--- src/fsc_defs.vh ---
/*
 Constants for the flash status/flag/high-address bookkeeping block.
 Assumes inclusion by bare name; definitions only.
*/
`ifndef FSC_DEFS_VH
`define FSC_DEFS_VH
// Command opcodes
`define FSC_OP_WREN 8'h06
`define FSC_OP_WRDI 8'h04
`define FSC_OP_STWR 8'h01
`define FSC_OP_HAWR 8'hC5
`define FSC_OP_EN4 8'hB7
`define FSC_OP_EX4 8'hE9
`define FSC_OP_SUSP 8'h75
`define FSC_OP_RESM 8'h7A
`define FSC_OP_RSTEN 8'h66
`define FSC_OP_RST 8'h99
`define FSC_OP_PAGEWR 8'h02
`define FSC_OP_SMALLW 8'h20
`define FSC_OP_BLOCKW 8'hD8
`define FSC_OP_CHIPW 8'hC7
`define FSC_OP_NVCFG 8'hB1
`define FSC_OP_VCFG 8'h81
// Operation kinds
`define FSC_K_NONE 3'h0
`define FSC_K_PROG 3'h1
`define FSC_K_SWIPE 3'h2
`define FSC_K_BWIPE 3'h3
`define FSC_K_CWIPE 3'h4
`define FSC_K_STWR 3'h5
`define FSC_K_CFGWR 3'h6
// Reset values
`define FSC_STATUS_RST 8'h00
`define FSC_FLAG_RST 8'h80
`define FSC_HIADDR_RST 8'h00
// Read check chunk codes (config byte 4 bits 7:6)
`define FSC_CRC_OFF 2'h3
`define FSC_CRC_16 2'h2
`define FSC_CRC_32 2'h1
// Wrap length codes (config byte 7 bits 1:0)
`define FSC_WRAP_64 2'h2
`define FSC_WRAP_32 2'h1
`define FSC_LEN_16 7'h10
`define FSC_LEN_32 7'h20
`define FSC_LEN_64 7'h40
// Number of 64 KB blocks in the array
`define FSC_BLK_TOP 10'h200
`endif

--- src/fsc_sync.v ---
/*
 Two-flop synchroniser, parameterised width and reset value.
 Assumes inputs are asynchronous to clk_i.
*/
`timescale 1ns/10ps
module fsc_sync #(
    parameter WIDTH = 1,
    parameter [WIDTH-1:0] RST_VAL = {WIDTH{1'b0}}
) (
    input wire clk_i,
    input wire rst_i,
    input wire [WIDTH-1:0] d_i,
    output wire [WIDTH-1:0] q_o
);
    reg [WIDTH-1:0] s1_q;
    reg [WIDTH-1:0] s2_q;

    // First stage feeds only the second stage
    always @(posedge clk_i) begin
        if (rst_i) begin
            s1_q <= RST_VAL;
            s2_q <= RST_VAL;
        end else begin
            s1_q <= d_i;
            s2_q <= s1_q;
        end
    end
    assign q_o = s2_q;
endmodule

--- src/fsc_crc_app.v ---
/*
 Read data nibble shifter with per-line parity check bytes.
 Assumes sclk_i/cs_n_i already synchronised; data from same clock.
*/
`timescale 1ns/10ps
`include "fsc_defs.vh"
module fsc_crc_app (
    input wire clk_i,
    input wire rst_i,
    input wire sclk_i,
    input wire cs_n_i,
    input wire phase_i,
    input wire dtr_i,
    input wire [1:0] crc_cfg_i,
    input wire wrap_act_i,
    input wire [1:0] wrap_cfg_i,
    input wire [7:0] rd_data_i,
    input wire rd_valid_i,
    output reg rd_ready_o,
    output reg [3:0] io_o,
    output reg io_oen_o,
    output reg crc_slot_o
);
    reg sclk_d_q;
    reg half_q;
    reg [3:0] lo_q;
    reg [6:0] cnt_q;
    reg [3:0] par_hi_q;
    reg [3:0] par_lo_q;
    reg [6:0] chunk;
    wire crc_en = dtr_i && (crc_cfg_i != `FSC_CRC_OFF);
    wire rise = sclk_i & ~sclk_d_q;
    wire fall = ~sclk_i & sclk_d_q;
    wire act = phase_i & ~cs_n_i;
    wire shift = act & (dtr_i ? (rise | fall) : fall);
    wire due = crc_en && (cnt_q == chunk);
    wire [7:0] nxt = rd_valid_i ? rd_data_i : 8'hFF;

    // Wrap length overrides chunk while wrapped read runs
    always @* begin
        chunk = `FSC_LEN_64;
        if (wrap_act_i) begin
            if (wrap_cfg_i == `FSC_WRAP_64) chunk = `FSC_LEN_64;
            else if (wrap_cfg_i == `FSC_WRAP_32) chunk = `FSC_LEN_32;
            else chunk = `FSC_LEN_16;
        end else if (crc_cfg_i == `FSC_CRC_16) begin
            chunk = `FSC_LEN_16;
        end else if (crc_cfg_i == `FSC_CRC_32) begin
            chunk = `FSC_LEN_32;
        end
    end

    // High nibble first; check byte inserted after a whole chunk
    always @(posedge clk_i) begin
        if (rst_i) begin
            sclk_d_q <= 1'b0;
            half_q <= 1'b0;
            lo_q <= 4'h0;
            cnt_q <= 7'h00;
            par_hi_q <= 4'h0;
            par_lo_q <= 4'h0;
            rd_ready_o <= 1'b0;
            io_o <= 4'h0;
            io_oen_o <= 1'b1;
            crc_slot_o <= 1'b0;
        end else begin
            sclk_d_q <= sclk_i;
            rd_ready_o <= 1'b0;
            io_oen_o <= ~act;
            if (!act) begin
                half_q <= 1'b0;
                cnt_q <= 7'h00;
                par_hi_q <= 4'h0;
                par_lo_q <= 4'h0;
                crc_slot_o <= 1'b0;
            end else if (shift && half_q) begin
                io_o <= lo_q;
                half_q <= 1'b0;
            end else if (shift && due) begin
                io_o <= par_hi_q;
                lo_q <= par_lo_q;
                par_hi_q <= 4'h0;
                par_lo_q <= 4'h0;
                cnt_q <= 7'h00;
                crc_slot_o <= 1'b1;
                half_q <= 1'b1;
            end else if (shift) begin
                io_o <= nxt[7:4];
                lo_q <= nxt[3:0];
                par_hi_q <= par_hi_q ^ nxt[7:4];
                par_lo_q <= par_lo_q ^ nxt[3:0];
                cnt_q <= cnt_q + 7'h01;
                rd_ready_o <= 1'b1;
                crc_slot_o <= 1'b0;
                half_q <= 1'b1;
            end
        end
    end
endmodule

--- src/fsc_regs.v ---
/*
 Status, flag status and high address registers of a serial NOR
 flash, with command gating and the read data check appender.
 Assumes a command decoder on MCLK_I presents one-cycle command
 strobes and an array engine reports completion and ECC events.
*/
`timescale 1ns/10ps
`include "fsc_defs.vh"
//
// Contract
// - Read check only in double-edge reads
// - Chunk length 16, 32 or 64 bytes
// - Wrap length overrides chunk during wrapped read
// - Check byte is per-line XOR over chunk
// - Check bytes follow every chunk; host reads chunks
// - Busy bit high during write operations
// - Write-enable latch mirrored; zero rejects writes
// - Area guard bits refuse program/erase inside region
// - Chip erase only with nothing guarded
// - Lock bits and protect pin gate status writes
// - Flag bit 0 shows address mode
// - Guard violation flag on protected access
// - Suspend flags set by suspend, cleared by resume
// - Program fail flag on failure or violation
// - Erase fail flag on failure or violation
// - Ready flag shows write cycle in progress
// - Segment bit defaults zero, own write command
// - Segment bit selects lower or upper half
// - Continuous read crosses segment, random stays
// - Chip erase ignores segment, others confined
// - Four-byte mode ignores segment bit
// - Corrected flag cleared on new read
// - Corrected flag set on single-bit correction
module fsc_regs (
    input wire MCLK_I,
    input wire RST_I,
    input wire SCLK_I,
    input wire CS_N_I,
    input wire WP_N_I,
    input wire CMD_VALID_I,
    input wire [7:0] CMD_OP_I,
    input wire [31:0] CMD_ADDR_I,
    input wire [7:0] CMD_DATA_I,
    input wire CMD_IS_READ_I,
    input wire CMD_RAND_I,
    input wire CMD_OTP_LOCKED_I,
    input wire OP_DONE_I,
    input wire OP_FAIL_I,
    input wire ECC_SEC_I,
    input wire [7:0] NV_STATUS_I,
    input wire STATUS_LOCK_BIT1_I,
    input wire ADDR4_CFG_I,
    input wire DTR_MODE_I,
    input wire [1:0] CRC_CFG_I,
    input wire WRAP_ACTIVE_I,
    input wire [1:0] WRAP_CFG_I,
    input wire DATA_PHASE_I,
    input wire [7:0] RD_DATA_I,
    input wire RD_VALID_I,
    output reg [7:0] STATUS_O,
    output reg [7:0] FLAG_O,
    output reg [7:0] HIADDR_O,
    output reg CMD_REJECT_O,
    output reg OP_START_O,
    output reg [2:0] OP_KIND_O,
    output reg [31:0] OP_ADDR_O,
    output reg SEG_CONFINE_O,
    output reg OP_PAUSE_O,
    output reg OP_RESUME_O,
    output wire RD_READY_O,
    output wire [3:0] IO_O,
    output wire IO_OEN_O,
    output wire CRC_SLOT_O
);
    reg [2:0] kind_q;
    reg [5:0] stage_q;
    reg susp_q;
    reg arm_q;
    reg load_q;
    reg [2:0] new_kind;
    wire [2:0] pin_s;

    // Pins cross into MCLK_I; chip select idles high
    fsc_sync #(
        .WIDTH(3),
        .RST_VAL(3'h2)
    ) u_sync (
        .clk_i(MCLK_I),
        .rst_i(RST_I),
        .d_i({SCLK_I, CS_N_I, WP_N_I}),
        .q_o(pin_s)
    );

    // Read data path with chunk check bytes; the host configures it
    fsc_crc_app u_crc (
        .clk_i(MCLK_I),
        .rst_i(RST_I),
        .sclk_i(pin_s[2]),
        .cs_n_i(pin_s[1]),
        .phase_i(DATA_PHASE_I),
        .dtr_i(DTR_MODE_I),
        .crc_cfg_i(CRC_CFG_I),
        .wrap_act_i(WRAP_ACTIVE_I),
        .wrap_cfg_i(WRAP_CFG_I),
        .rd_data_i(RD_DATA_I),
        .rd_valid_i(RD_VALID_I),
        .rd_ready_o(RD_READY_O),
        .io_o(IO_O),
        .io_oen_o(IO_OEN_O),
        .crc_slot_o(CRC_SLOT_O)
    );

    // Guarded region from the five area guard bits, 64 KB blocks
    function guard_hit;
        input [4:0] g;
        input [8:0] blk;
        reg [9:0] span;
        begin
            span = 10'h001 << (g[3:0] - 4'h1);
            if (g[3:0] == 4'h0) guard_hit = 1'b0;
            else if (g[3:0] > 4'h9) guard_hit = 1'b1;
            else if (g[4]) guard_hit = {1'b0, blk} < span;
            else guard_hit = {1'b0, blk} >= (`FSC_BLK_TOP - span);
        end
    endfunction

    wire busy = STATUS_O[0];
    wire write_enable_latch = STATUS_O[1];
    wire lock0 = STATUS_O[7];
    wire [4:0] guard = STATUS_O[6:2];
    wire addr4 = FLAG_O[0];
    wire seg = HIADDR_O[0];
    wire wp_high = pin_s[0];

    // Command classes
    wire is_wren = CMD_OP_I == `FSC_OP_WREN;
    wire is_wrdi = CMD_OP_I == `FSC_OP_WRDI;
    wire is_stwr = CMD_OP_I == `FSC_OP_STWR;
    wire is_hawr = CMD_OP_I == `FSC_OP_HAWR;
    wire is_en4 = CMD_OP_I == `FSC_OP_EN4;
    wire is_ex4 = CMD_OP_I == `FSC_OP_EX4;
    wire is_susp = CMD_OP_I == `FSC_OP_SUSP;
    wire is_resm = CMD_OP_I == `FSC_OP_RESM;
    wire is_rsten = CMD_OP_I == `FSC_OP_RSTEN;
    wire is_rst = CMD_OP_I == `FSC_OP_RST;
    wire is_prog = CMD_OP_I == `FSC_OP_PAGEWR;
    wire is_swipe = CMD_OP_I == `FSC_OP_SMALLW;
    wire is_bwipe = CMD_OP_I == `FSC_OP_BLOCKW;
    wire is_cwipe = CMD_OP_I == `FSC_OP_CHIPW;
    wire is_cfg = (CMD_OP_I == `FSC_OP_NVCFG) || (CMD_OP_I == `FSC_OP_VCFG);
    wire is_read = CMD_IS_READ_I;

    // Three-byte addresses take the segment bit on top
    wire [24:0] eff_addr = addr4 ? CMD_ADDR_I[24:0] : {seg, CMD_ADDR_I[23:0]};

    // Kind of internal operation a command starts
    always @* begin
        new_kind = `FSC_K_NONE;
        if (is_prog) new_kind = `FSC_K_PROG;
        else if (is_swipe) new_kind = `FSC_K_SWIPE;
        else if (is_bwipe) new_kind = `FSC_K_BWIPE;
        else if (is_cwipe) new_kind = `FSC_K_CWIPE;
        else if (is_stwr) new_kind = `FSC_K_STWR;
        else if (is_cfg) new_kind = `FSC_K_CFGWR;
    end

    wire k_prog = new_kind == `FSC_K_PROG;
    wire k_part = is_swipe | is_bwipe;
    wire needs_wel = new_kind != `FSC_K_NONE;
    // Lock0 alone hands control to the pin; both set freezes it
    wire st_wr_ok = !lock0 || (!STATUS_LOCK_BIT1_I && wp_high);
    wire area_hit = guard_hit(guard, eff_addr[24:16]);
    wire part_hit = (k_prog | k_part) & (area_hit | CMD_OTP_LOCKED_I);
    wire chip_hit = is_cwipe & (guard[3:0] != 4'h0);
    wire violate = part_hit | chip_hit;

    // Gating: busy admits only suspend and reset sequence
    wire g_busy = busy && !(is_susp || is_rsten || is_rst);
    wire g_wel = needs_wel && !write_enable_latch;
    wire g_st = is_stwr && !st_wr_ok;
    wire take = CMD_VALID_I && !g_busy && !g_wel && !g_st;
    wire start = take && needs_wel && !violate;
    wire bad = take && violate;
    wire soft_rst = take && is_rst && arm_q;
    wire k_is_prog = kind_q == `FSC_K_PROG;
    wire k_is_wipe = (kind_q == `FSC_K_SWIPE) || (kind_q == `FSC_K_BWIPE)
        || (kind_q == `FSC_K_CWIPE);

    // Register bank and operation bookkeeping
    always @(posedge MCLK_I) begin
        if (RST_I) begin
            STATUS_O <= `FSC_STATUS_RST;
            FLAG_O <= `FSC_FLAG_RST;
            HIADDR_O <= `FSC_HIADDR_RST;
            CMD_REJECT_O <= 1'b0;
            OP_START_O <= 1'b0;
            OP_KIND_O <= `FSC_K_NONE;
            OP_ADDR_O <= 32'h00000000;
            SEG_CONFINE_O <= 1'b0;
            OP_PAUSE_O <= 1'b0;
            OP_RESUME_O <= 1'b0;
            kind_q <= `FSC_K_NONE;
            stage_q <= 6'h00;
            susp_q <= 1'b0;
            arm_q <= 1'b0;
            load_q <= 1'b1;
        end else begin
            CMD_REJECT_O <= CMD_VALID_I && (!take || violate);
            OP_START_O <= start;
            OP_PAUSE_O <= 1'b0;
            OP_RESUME_O <= 1'b0;
            // Stored bits and address mode load after reset
            if (load_q) begin
                STATUS_O[7:2] <= NV_STATUS_I[7:2];
                FLAG_O[0] <= ADDR4_CFG_I;
                load_q <= 1'b0;
            end
            if (CMD_VALID_I) begin
                arm_q <= take && is_rsten;
            end
            if (take && is_wren) begin
                STATUS_O[1] <= 1'b1;
            end
            if (take && is_wrdi) begin
                STATUS_O[1] <= 1'b0;
            end
            // Only its own command loads the segment bit; soft reset clears it
            if (take && is_hawr) begin
                HIADDR_O[0] <= CMD_DATA_I[0];
            end
            if (take && is_en4) begin
                FLAG_O[0] <= 1'b1;
            end
            if (take && is_ex4) begin
                FLAG_O[0] <= 1'b0;
            end
            // Refused program or erase flags the error
            if (bad) begin
                STATUS_O[1] <= 1'b0;
                FLAG_O[1] <= 1'b1;
                FLAG_O[4] <= FLAG_O[4] | k_prog;
                FLAG_O[5] <= FLAG_O[5] | k_part | is_cwipe;
            end
            if (start) begin
                STATUS_O[1] <= 1'b0;
                STATUS_O[0] <= 1'b1;
                FLAG_O[7] <= 1'b0;
                kind_q <= new_kind;
                stage_q <= CMD_DATA_I[7:2];
                OP_KIND_O <= new_kind;
                OP_ADDR_O <= is_cwipe ? 32'h00000000 : {7'h00, eff_addr};
                SEG_CONFINE_O <= !addr4 && !is_cwipe;
            end
            // Reads: random access stays in segment, continuous runs on
            if (take && is_read) begin
                OP_ADDR_O <= {7'h00, eff_addr};
                OP_KIND_O <= `FSC_K_NONE;
                SEG_CONFINE_O <= !addr4 && CMD_RAND_I;
            end
            // Suspend pauses program or erase and frees the busy state
            if (take && is_susp && busy && (k_is_prog || k_is_wipe)) begin
                FLAG_O[6] <= k_is_wipe;
                FLAG_O[2] <= k_is_prog;
                STATUS_O[0] <= 1'b0;
                FLAG_O[7] <= 1'b1;
                susp_q <= 1'b1;
                OP_PAUSE_O <= 1'b1;
            end
            if (take && is_resm && susp_q) begin
                FLAG_O[6] <= 1'b0;
                FLAG_O[2] <= 1'b0;
                FLAG_O[1] <= 1'b0;
                if (k_is_prog) FLAG_O[4] <= 1'b0;
                if (k_is_wipe) FLAG_O[5] <= 1'b0;
                STATUS_O[0] <= 1'b1;
                FLAG_O[7] <= 1'b0;
                susp_q <= 1'b0;
                OP_RESUME_O <= 1'b1;
            end
            // Soft reset also drops latch and segment
            if (soft_rst) begin
                FLAG_O[6] <= 1'b0;
                FLAG_O[2] <= 1'b0;
                FLAG_O[0] <= ADDR4_CFG_I;
                STATUS_O[1] <= 1'b0;
                STATUS_O[0] <= 1'b0;
                FLAG_O[7] <= 1'b1;
                HIADDR_O[0] <= 1'b0;
                HIADDR_O[7] <= 1'b0;
                susp_q <= 1'b0;
                kind_q <= `FSC_K_NONE;
            end
            // Completion; a failed program or erase sets its fail flag
            if (OP_DONE_I && busy) begin
                STATUS_O[0] <= 1'b0;
                FLAG_O[7] <= 1'b1;
                if (kind_q == `FSC_K_STWR) STATUS_O[7:2] <= stage_q;
                if (OP_FAIL_I && k_is_prog) FLAG_O[4] <= 1'b1;
                if (OP_FAIL_I && k_is_wipe) FLAG_O[5] <= 1'b1;
                kind_q <= `FSC_K_NONE;
            end
            // New read clears the corrected flag; a correction wins
            if (take && is_read) begin
                HIADDR_O[7] <= 1'b0;
            end
            if (ECC_SEC_I) begin
                HIADDR_O[7] <= 1'b1;
            end
            HIADDR_O[6:1] <= 6'h00;
            FLAG_O[3] <= 1'b0;
        end
    end
endmodule

--- config.mk ---
export PLATFORM = sky130hd
export DESIGN_NAME = fsc_regs
export DESIGN_NICKNAME = d
export VERILOG_FILES = /design/src/fsc_sync.v /design/src/fsc_crc_app.v /design/src/fsc_regs.v
export VERILOG_INCLUDE_DIRS = /design/src /design/src/src
export SDC_FILE = /design/constraint.sdc
export NUM_CORES = 1
export LEC_CHECK = 0
export ABC_CLOCK_PERIOD_IN_PS = 6300
export BUFFER_PORTS_ARGS = -buffer_cell sky130_fd_sc_hd__buf_2
export CORE_MARGIN = 8
export CORE_UTILIZATION = 40
export CTS_CLUSTER_SIZE = 30
export DETAILED_ROUTE_END_ITERATION = 16
export GPL_TIMING_DRIVEN = 0
export PLACE_DENSITY_LB_ADDON = 0.3
export RECOVER_POWER = 50
export SKIP_CTS_REPAIR_TIMING = 1
export SYNTH_ARGS = -nofsm -noshare
export SYNTH_HDL_FRONTEND = slang
export SYNTH_SLANG_ARGS = --single-unit
--- constraint.sdc ---
create_clock -name MCLK_I -period 6.3 [get_ports MCLK_I]
set_input_delay 0.315 -clock MCLK_I [delete_from_list [all_inputs] [get_ports MCLK_I]]
set_output_delay 0.315 -clock MCLK_I [all_outputs]
set_load 0.05 [all_outputs]
==> results of run 1 <==
==> power groups by stage <==
stage	Sequential [mW]	Clock, mW	Combinational (mW)
6_report	0.631	0.528	0.247
4_1_cts	0.630	0.543	0.253
3_3_place_gp	0.644	0	0.248
3_5_place_dp	0.644	0	0.252
2_1_floorplan	0.687	0	0.132
5_1_grt	0.633	0.569	0.269
==> registers in the layout (all words and copies together), names as in the netlist, 2 cells and up <==
register and cells:
STATUS_O 8, u_crc.lo_q 4, OP_ADDR_O 25, OP_KIND_O 3, u_crc.cnt_q 7, u_sync.s1_q 3, u_crc.par_hi_q 4, stage_q 6
u_crc.io_o 4, u_sync.q_o 3, u_crc.par_lo_q 4, HIADDR_O 2, FLAG_O 7, kind_q 3
==> through the flow <==
stage	instances	worst slack [ps]	utilization, %	instance area [sq um]
3_3_place_gp	920	2026	48.32	6122
2_1_floorplan	617	2518	-	5251
4_1_cts	936	1924	50.59	6410
6_report	936	1945	49.92	6325
5_1_grt	936	1564	49.92	6325
3_5_place_dp	920	1935	48.32	6122
==> Yosys cell counts, drive strengths merged, types with 2 or more instances <==
| cell | count | area share [%] |
|---|---|---|
| a211oi | 11 | 1.8 |
| xor2 | 17 | 2.9 |
| a41oi | 2 | 0.34 |
| or2 | 2 | 0.24 |
| nand4b | 4 | 0.67 |
| a21boi | 2 | 0.29 |
| o221ai | 2 | 0.34 |
| clkbuf | 18 | 1.3 |
| inv | 16 | 1.2 |
| nor2b | 14 | 1.7 |
| a2111o | 2 | 0.43 |
| nand2b | 22 | 2.7 |
| o21ai | 12 | 1.2 |
| a21oi | 20 | 2.1 |
| buf | 22 | 3.2 |
| nor2 | 56 | 4.1 |
| and3 | 6 | 0.72 |
| or3 | 5 | 0.60 |
| o211a | 6 | 1.2 |
| nand3 | 10 | 0.96 |
| a21o | 2 | 0.29 |
| xnor2 | 3 | 0.51 |
| dfxtp | 96 | 37 |
| ha | 26 | 6.3 |
| nor4 | 4 | 0.48 |
| a211o | 3 | 0.51 |
| a221oi | 2 | 0.34 |
| o311ai | 2 | 0.34 |
| o211ai | 12 | 1.7 |
| nand2 | 97 | 7.0 |
| nor3b | 3 | 0.43 |
| nand4 | 9 | 1.1 |
| mux2i | 48 | 9.2 |
| or4 | 3 | 0.43 |
| and2 | 4 | 0.48 |
| nand3b | 2 | 0.29 |
| o2111a | 2 | 0.43 |
| a31oi | 2 | 0.24 |
| o21a | 2 | 0.29 |
| nor3 | 15 | 1.5 |
==> layer usage <==
layer	part of all wire, %	up-vias	GRT usage [%]
met1	44	2195	21.01
met5	0	-	0
li1	-	2404	-
met2	46	168	28.09
met3	7.3	28	4.651
met4	2.5	0	6.967
==> logic make-up after synthesis <==
logic type / Yosys count / synth area share (%)
AO/OA/AOI/OAI: 94 / 13.93
XOR/XNOR: 20 / 3.367
adder cells (fa/ha/maj): 26 / 6.253
buffers and inverters: 57 / 5.724
flip-flops: 96 / 36.94
multiplexers: 49 / 9.452
other: 1 / 0.07208
AND/OR/NAND/NOR: 261 / 24.27
==> how the worst max path moves through the flow <==
stage / start / endpoint / cells past startpoint
detailed placement: STATUS_O[2]$_SDFF_PP0_ / stage_q[2]$_SDFFE_PP0P_ / 16
floorplan: STATUS_O[2]$_SDFF_PP0_ / stage_q[0]$_SDFFE_PP0P_ / 16
finish: STATUS_O[2]$_SDFF_PP0_ / stage_q[2]$_SDFFE_PP0P_ / 16
global placement: STATUS_O[2]$_SDFF_PP0_ / stage_q[3]$_SDFFE_PP0P_ / 16
CTS: STATUS_O[2]$_SDFF_PP0_ / stage_q[2]$_SDFFE_PP0P_ / 16
global route: STATUS_O[2]$_SDFF_PP0_ / stage_q[2]$_SDFFE_PP0P_ / 16
==> layout make-up <==
type / instances / area (sq um)
fillers: 1267 / 6346
multi-input cells: 464 / 3019
flip-flops and latches: 96 / 1922
repair buffers: 131 / 583.1
clock buffers: 10 / 239.0
plain buffers: 40 / 234.0
well taps: 172 / 215.2
inverters: 17 / 63.81
clock inverters: 6 / 48.80
==> impl_metrics.tcl, run 1 <==
set metrics [dict create \
    proportion_of_register_bits_with_asynchronous_set_or_reset_after_synthesis_pct 0 \
    power_report.internal_total_mw 0.9872 \
    maxCapViolCount 0 \
    post_route_cells_drive_above_1_share_pct 16.10 \
    most_frequent_standard_cell_in_the_layout_excluding_fill_and_tap_cells "sky130_fd_sc_hd__nand2_1" \
    power.share.combinational_pct 17.6 \
    min-delay-start "RST_I" \
    floorplan.initialDensity_pct 41.06 \
    seq_power_share_pct 44.9 \
    fmax_mhz 229.6 \
    timing.rr.start "STATUS_O[2]$_SDFF_PP0_" \
    first_pass_drt_iterations 5 \
    track_usage_pct 17.20 \
    hold_viol 0 \
    ant_nets 0 \
    hold-path-endpoint "load_q$_DFF_P_" \
    timing.setup.critical_path_class "reg2reg" \
    grt_pass1_vias 4588 \
    wirelength_microns 14500 \
    routedWlPerCell_microns 15.49 \
    critical-path-top-delay-family "compound AO/OA/AOI/OAI gates" \
    critical_path.max_stage_delay_ps 640 \
    post_synth_instance_area_sq_um 5202 \
    syn_to_final_growth_pct 21.57 \
    grt_start_max_net_pins 18 \
    cp_data_arrival_time_ps 4570 \
    outcome "finished clean" \
    drcViolationCount 0 \
    yosysSeqAreaShare_pct 36.94 \
    clkSlewWorstSetupHoldPaths_ps 70 \
    detailroute.via_count 4795 \
    syn-mean-instance-area_sq_um 8.613 \
    cts.root.buffer_cell "sky130_fd_sc_hd__clkbuf_16" \
    p_sw_mw 0.4188 \
    holdPathStages 1 \
    slew_headroom_pct 27.35 \
    setup_tns_ps 0 \
    worstPathMaxFanout 10 \
    power.share.clock_pct 37.5 \
    nets 871 \
    switching_share_pct 29.79 \
    core_area_sq_um 12670 \
    hold_path_class "in2reg" \
    peakVddDrop_mv 0.1348 \
    hpwlAfterDp_microns 11620 \
    endpoint_required_time_on_the_critical_path_ps 6520 \
    ctsLongestPathBuffers 2 \
    timing.clock.skew_ps 8.685 \
    top_flip_flop_cell_by_instance_count_after_synthesis "sky130_fd_sc_hd__dfxtp_1" \
    worst-r2r-setup-slack_ps 1950 \
    cp_num_buf_inv 2 \
    total_of_warnings_raised_by_yosys 0 \
    fp.dieH_microns 130.0 \
    ctsHtreeMaxLevel 3 \
    mostFrequentLayoutCells "sky130_fd_sc_hd__nand2_1, sky130_fd_sc_hd__dfxtp_1, sky130_fd_sc_hd__buf_2" \
    num_io_pins 157 \
    power-per-cell-area_nw_per_um2 222.3 \
    report.final.slew_viol_count 0 \
    route.detailed.vias_per_inst 5.123 \
    grt_remaining_overflow 0 \
    global_route_wire_length_before_repair_microns 22980 \
    fp-row-count 41 \
    clock_sinks 96 \
    antenna_violations_before_repair 0 \
    rsz0062_at_grt "no" \
    netlist-cell-type-count 66 \
    reg2regPathDepth 16 \
    power_mw 1.406 \
    timing.rr.end "stage_q[2]$_SDFFE_PP0P_" \
    timing.hold.ws_ps 81.94 \
    endpoint_kind "flop" \
    slowest_stage "sky130_fd_sc_hd__a2111oi_4" \
    synth_cells 604 \
    clock_latency_at_the_later_pin_of_the_worst_skew_pair_ps 350 \
    cp-start-kind "flop" \
    floorplan.die.width_microns 130.0 \
    synth_enable_flop_cells 0 \
    io_buffer_count 131 \
    tightestPinTransition_ps 1083 \
    power_leakage_nw 2.692 \
    cts_tree "yes" \
    number_of_buffers_inserted_during_clock_tree_synthesis 9 \
    globalplace.congestion 0.9015 \
    num_antenna_cells 0 \
    finalCritPeriodShare_pct 69.12 \
    worst_path_cell_chain "clkbuf_1 > nor2b_1 > nand2_1 > ha_1 > nor3_1 > a21oi_1 > o21ai_0 > ha_1 > nand2_1 > o21ai_0 > a221oi_1 > o221ai_1 > a2111oi_4 > buf_4 > mux2i_1 > nor2_1" \
    synth-seq-cells 96 \
    fp.dieArea_sq_um 16910 \
    initialDrtViolationCount 249 \
    layout_min_cycle_time_ps 4355 \
    setup_viol 0 \
]
No activity file was read; power rests on OpenSTA's default activity.
==> run 2, diff against run 1 <==
Settings changed: ABC_CLOCK_PERIOD_IN_PS 6300 to 4300.
Clock period 6.3 ns to 4.3 ns, I/O delays scaled along.
==> run 2 against run 1 <==
  * Combinational power rose by 49%
  * Utilization rose by 0.32 points
  * Worst setup slack got worse by 1600 ps
  * Cell area rose by 0.63%
  * Routed wire length rose by 0.59%
  * Critical endpoint is now OP_ADDR_O[11]$_SDFFE_PP0P_
  * Largest power group unchanged
  * Highest routed layer unchanged
==> impl_metrics.tcl, run 2 (same netlist as run 1, synthesis figures left out) <==
set metrics [dict create \
    cts_tree "yes" \
    largest_reg_flops 25 \
    fp.dieArea_sq_um 16910 \
    holdPathStages 2 \
    peakVddDrop_mv 0.1975 \
    global_route_wire_length_before_repair_microns 22980 \
    number_of_buffers_inserted_during_clock_tree_synthesis 9 \
    rsz0062_at_grt "no" \
    biggestRegsByFlops "OP_ADDR_O: 25 flops, STATUS_O: 8 flops" \
    core_area_sq_um 12670 \
    fmax_mhz 254.0 \
    report.final.slew_viol_count 0 \
    fp.dieH_microns 130.0 \
    worstPathMaxFanout 10 \
    clkSlewWorstSetupHoldPaths_ps 70 \
    mostFrequentLayoutCells "sky130_fd_sc_hd__nand2_1, sky130_fd_sc_hd__dfxtp_1, sky130_fd_sc_hd__clkbuf_1, sky130_fd_sc_hd__buf_2, sky130_fd_sc_hd__nor2_1" \
    timing.hold.ws_ps 41.14 \
    seq_power_share_pct 44.7 \
    maxCapViolCount 0 \
    io_buffer_count 131 \
    syn_to_final_growth_pct 22.34 \
    endpoint_required_time_on_the_critical_path_ps 4530 \
    detailroute.via_count 4773 \
    most_frequent_standard_cell_in_the_layout_excluding_fill_and_tap_cells "sky130_fd_sc_hd__nand2_1" \
    finalCritPeriodShare_pct 91.56 \
    power_report.internal_total_mw 1.449 \
    nets 874 \
    timing.setup.critical_path_class "reg2reg" \
    clock_latency_at_the_later_pin_of_the_worst_skew_pair_ps 350 \
    detailedPlace.worstSlack_ps -65.05 \
    cp-start-kind "flop" \
    layout_min_cycle_time_ps 3937 \
    routedWlPerCell_microns 15.54 \
    route.detailed.vias_per_inst 5.083 \
    setup_ws_ps 362.8 \
    num_antenna_cells 0 \
    p_sw_mw 0.6171 \
    power_mw 2.066 \
    timing.clock.skew_ps 8.856 \
    first_pass_drt_iterations 5 \
    ctsLongestPathBuffers 2 \
    setup_viol 0 \
    power-per-cell-area_nw_per_um2 324.5 \
    clock_sinks 96 \
    reg2regPathDepth 18 \
    initialDrtViolationCount 287 \
    num_io_pins 157 \
    power.share.combinational_pct 17.8 \
    cp_data_arrival_time_ps 4170 \
    wirelength_microns 14590 \
    grt_pass1_vias 4588 \
    endpoint_kind "flop" \
    fp-row-count 41 \
    setup_tns_ps 0 \
    hpwlAfterDp_microns 11620 \
    hold_viol 0 \
    ctsHtreeMaxLevel 3 \
    cts.root.buffer_cell "sky130_fd_sc_hd__clkbuf_16" \
    outcome "finished clean" \
    globalplace.congestion 0.9015 \
    antenna_violations_before_repair 0 \
    grt_remaining_overflow 0 \
    grt_start_max_net_pins 18 \
    tightestPinTransition_ps 1363 \
    drcViolationCount 0 \
    post_route_cells_drive_above_1_share_pct 16.56 \
    power.share.clock_pct 37.5 \
    hold_path_class "in2reg" \
    slew_headroom_pct 8.611 \
    power_leakage_nw 2.711 \
    floorplan.initialDensity_pct 41.06 \
    ant_nets 0 \
    switching_share_pct 29.87 \
    register_with_the_highest_flop_count "OP_ADDR_O" \
    floorplan.die.width_microns 130.0 \
    track_usage_pct 17.20 \
]
-- run 2: cell types whose count changed in the layout (fill, tap and decap cells not counted), sizes merged --
cell	delta
dlygate4sd3	+1
clkbuf	+1
buf	+1
-- run 2: power by group through the flow --
stage | registers, mW | logic [mW] | clock network [mW]
final | 0.924 | 0.367 | 0.774
after global routing | 0.927 | 0.399 | 0.834
after CTS | 0.923 | 0.370 | 0.795
after detailed placement | 0.944 | 0.370 | 0
after global placement | 0.943 | 0.363 | 0
after floorplan | 1.01 | 0.194 | 0
-- run 2: worst max-delay path, stage by stage (launching register included) --
cell	delay [ps]
sky130_fd_sc_hd__dfxtp_1	400
sky130_fd_sc_hd__clkbuf_2	250
sky130_fd_sc_hd__nor2b_1	240
sky130_fd_sc_hd__nand2_1	110
sky130_fd_sc_hd__ha_1	300
sky130_fd_sc_hd__nor3_1	200
sky130_fd_sc_hd__a21oi_1	60
sky130_fd_sc_hd__o21ai_0	240
sky130_fd_sc_hd__ha_1	270
sky130_fd_sc_hd__nand2_1	80
sky130_fd_sc_hd__o21ai_0	120
sky130_fd_sc_hd__a221oi_2	280
sky130_fd_sc_hd__o221ai_2	190
sky130_fd_sc_hd__a2111oi_4	360
sky130_fd_sc_hd__buf_4	190
sky130_fd_sc_hd__a21oi_2	40
sky130_fd_sc_hd__buf_6	190
sky130_fd_sc_hd__buf_6	160
sky130_fd_sc_hd__mux2i_1	120
-- run 2: routing by layer --
metal  part of all wire, %  GRT usage [%]
met5                     0              0
met4                   2.4          6.967
met3                   7.4          4.651
met2                    46          28.09
met1                    44          21.01
-- run 2: final cells by class --
type / instances / area [sq um]
inverter: 17 / 63.81
tap: 172 / 215.2
clock inverter: 6 / 48.80
clock buffer: 10 / 239.0
multi-input combinational: 464 / 3034
fill: 1270 / 6306
sequential: 96 / 1922
timing repair buffer: 134 / 606.8
buffer: 40 / 235.2
-- run 2: path summary, 6_finish.rpt --
| check | start | end | slack [ps] |
|---|---|---|---|
| min | CS_N_I | u_sync.s1_q[1]$_SDFF_PP1_ | 40 |
| max | STATUS_O[2]$_SDFF_PP0_ | OP_ADDR_O[11]$_SDFFE_PP0P_ | 360 |
| min reg2reg | u_sync.s1_q[1]$_SDFF_PP1_ | u_sync.q_o[1]$_SDFF_PP1_ | 410 |
| max reg2reg | STATUS_O[2]$_SDFF_PP0_ | OP_ADDR_O[11]$_SDFFE_PP0P_ | 360 |
-- run 2: per-stage QoR --
stage | std cells | util (%) | instance area (sq um)
floorplan | 617 | - | 5251
CTS | 936 | 50.59 | 6410
finish | 939 | 50.23 | 6365
global placement | 920 | 48.32 | 6122
global route | 939 | 50.23 | 6365
detailed placement | 920 | 48.32 | 6122
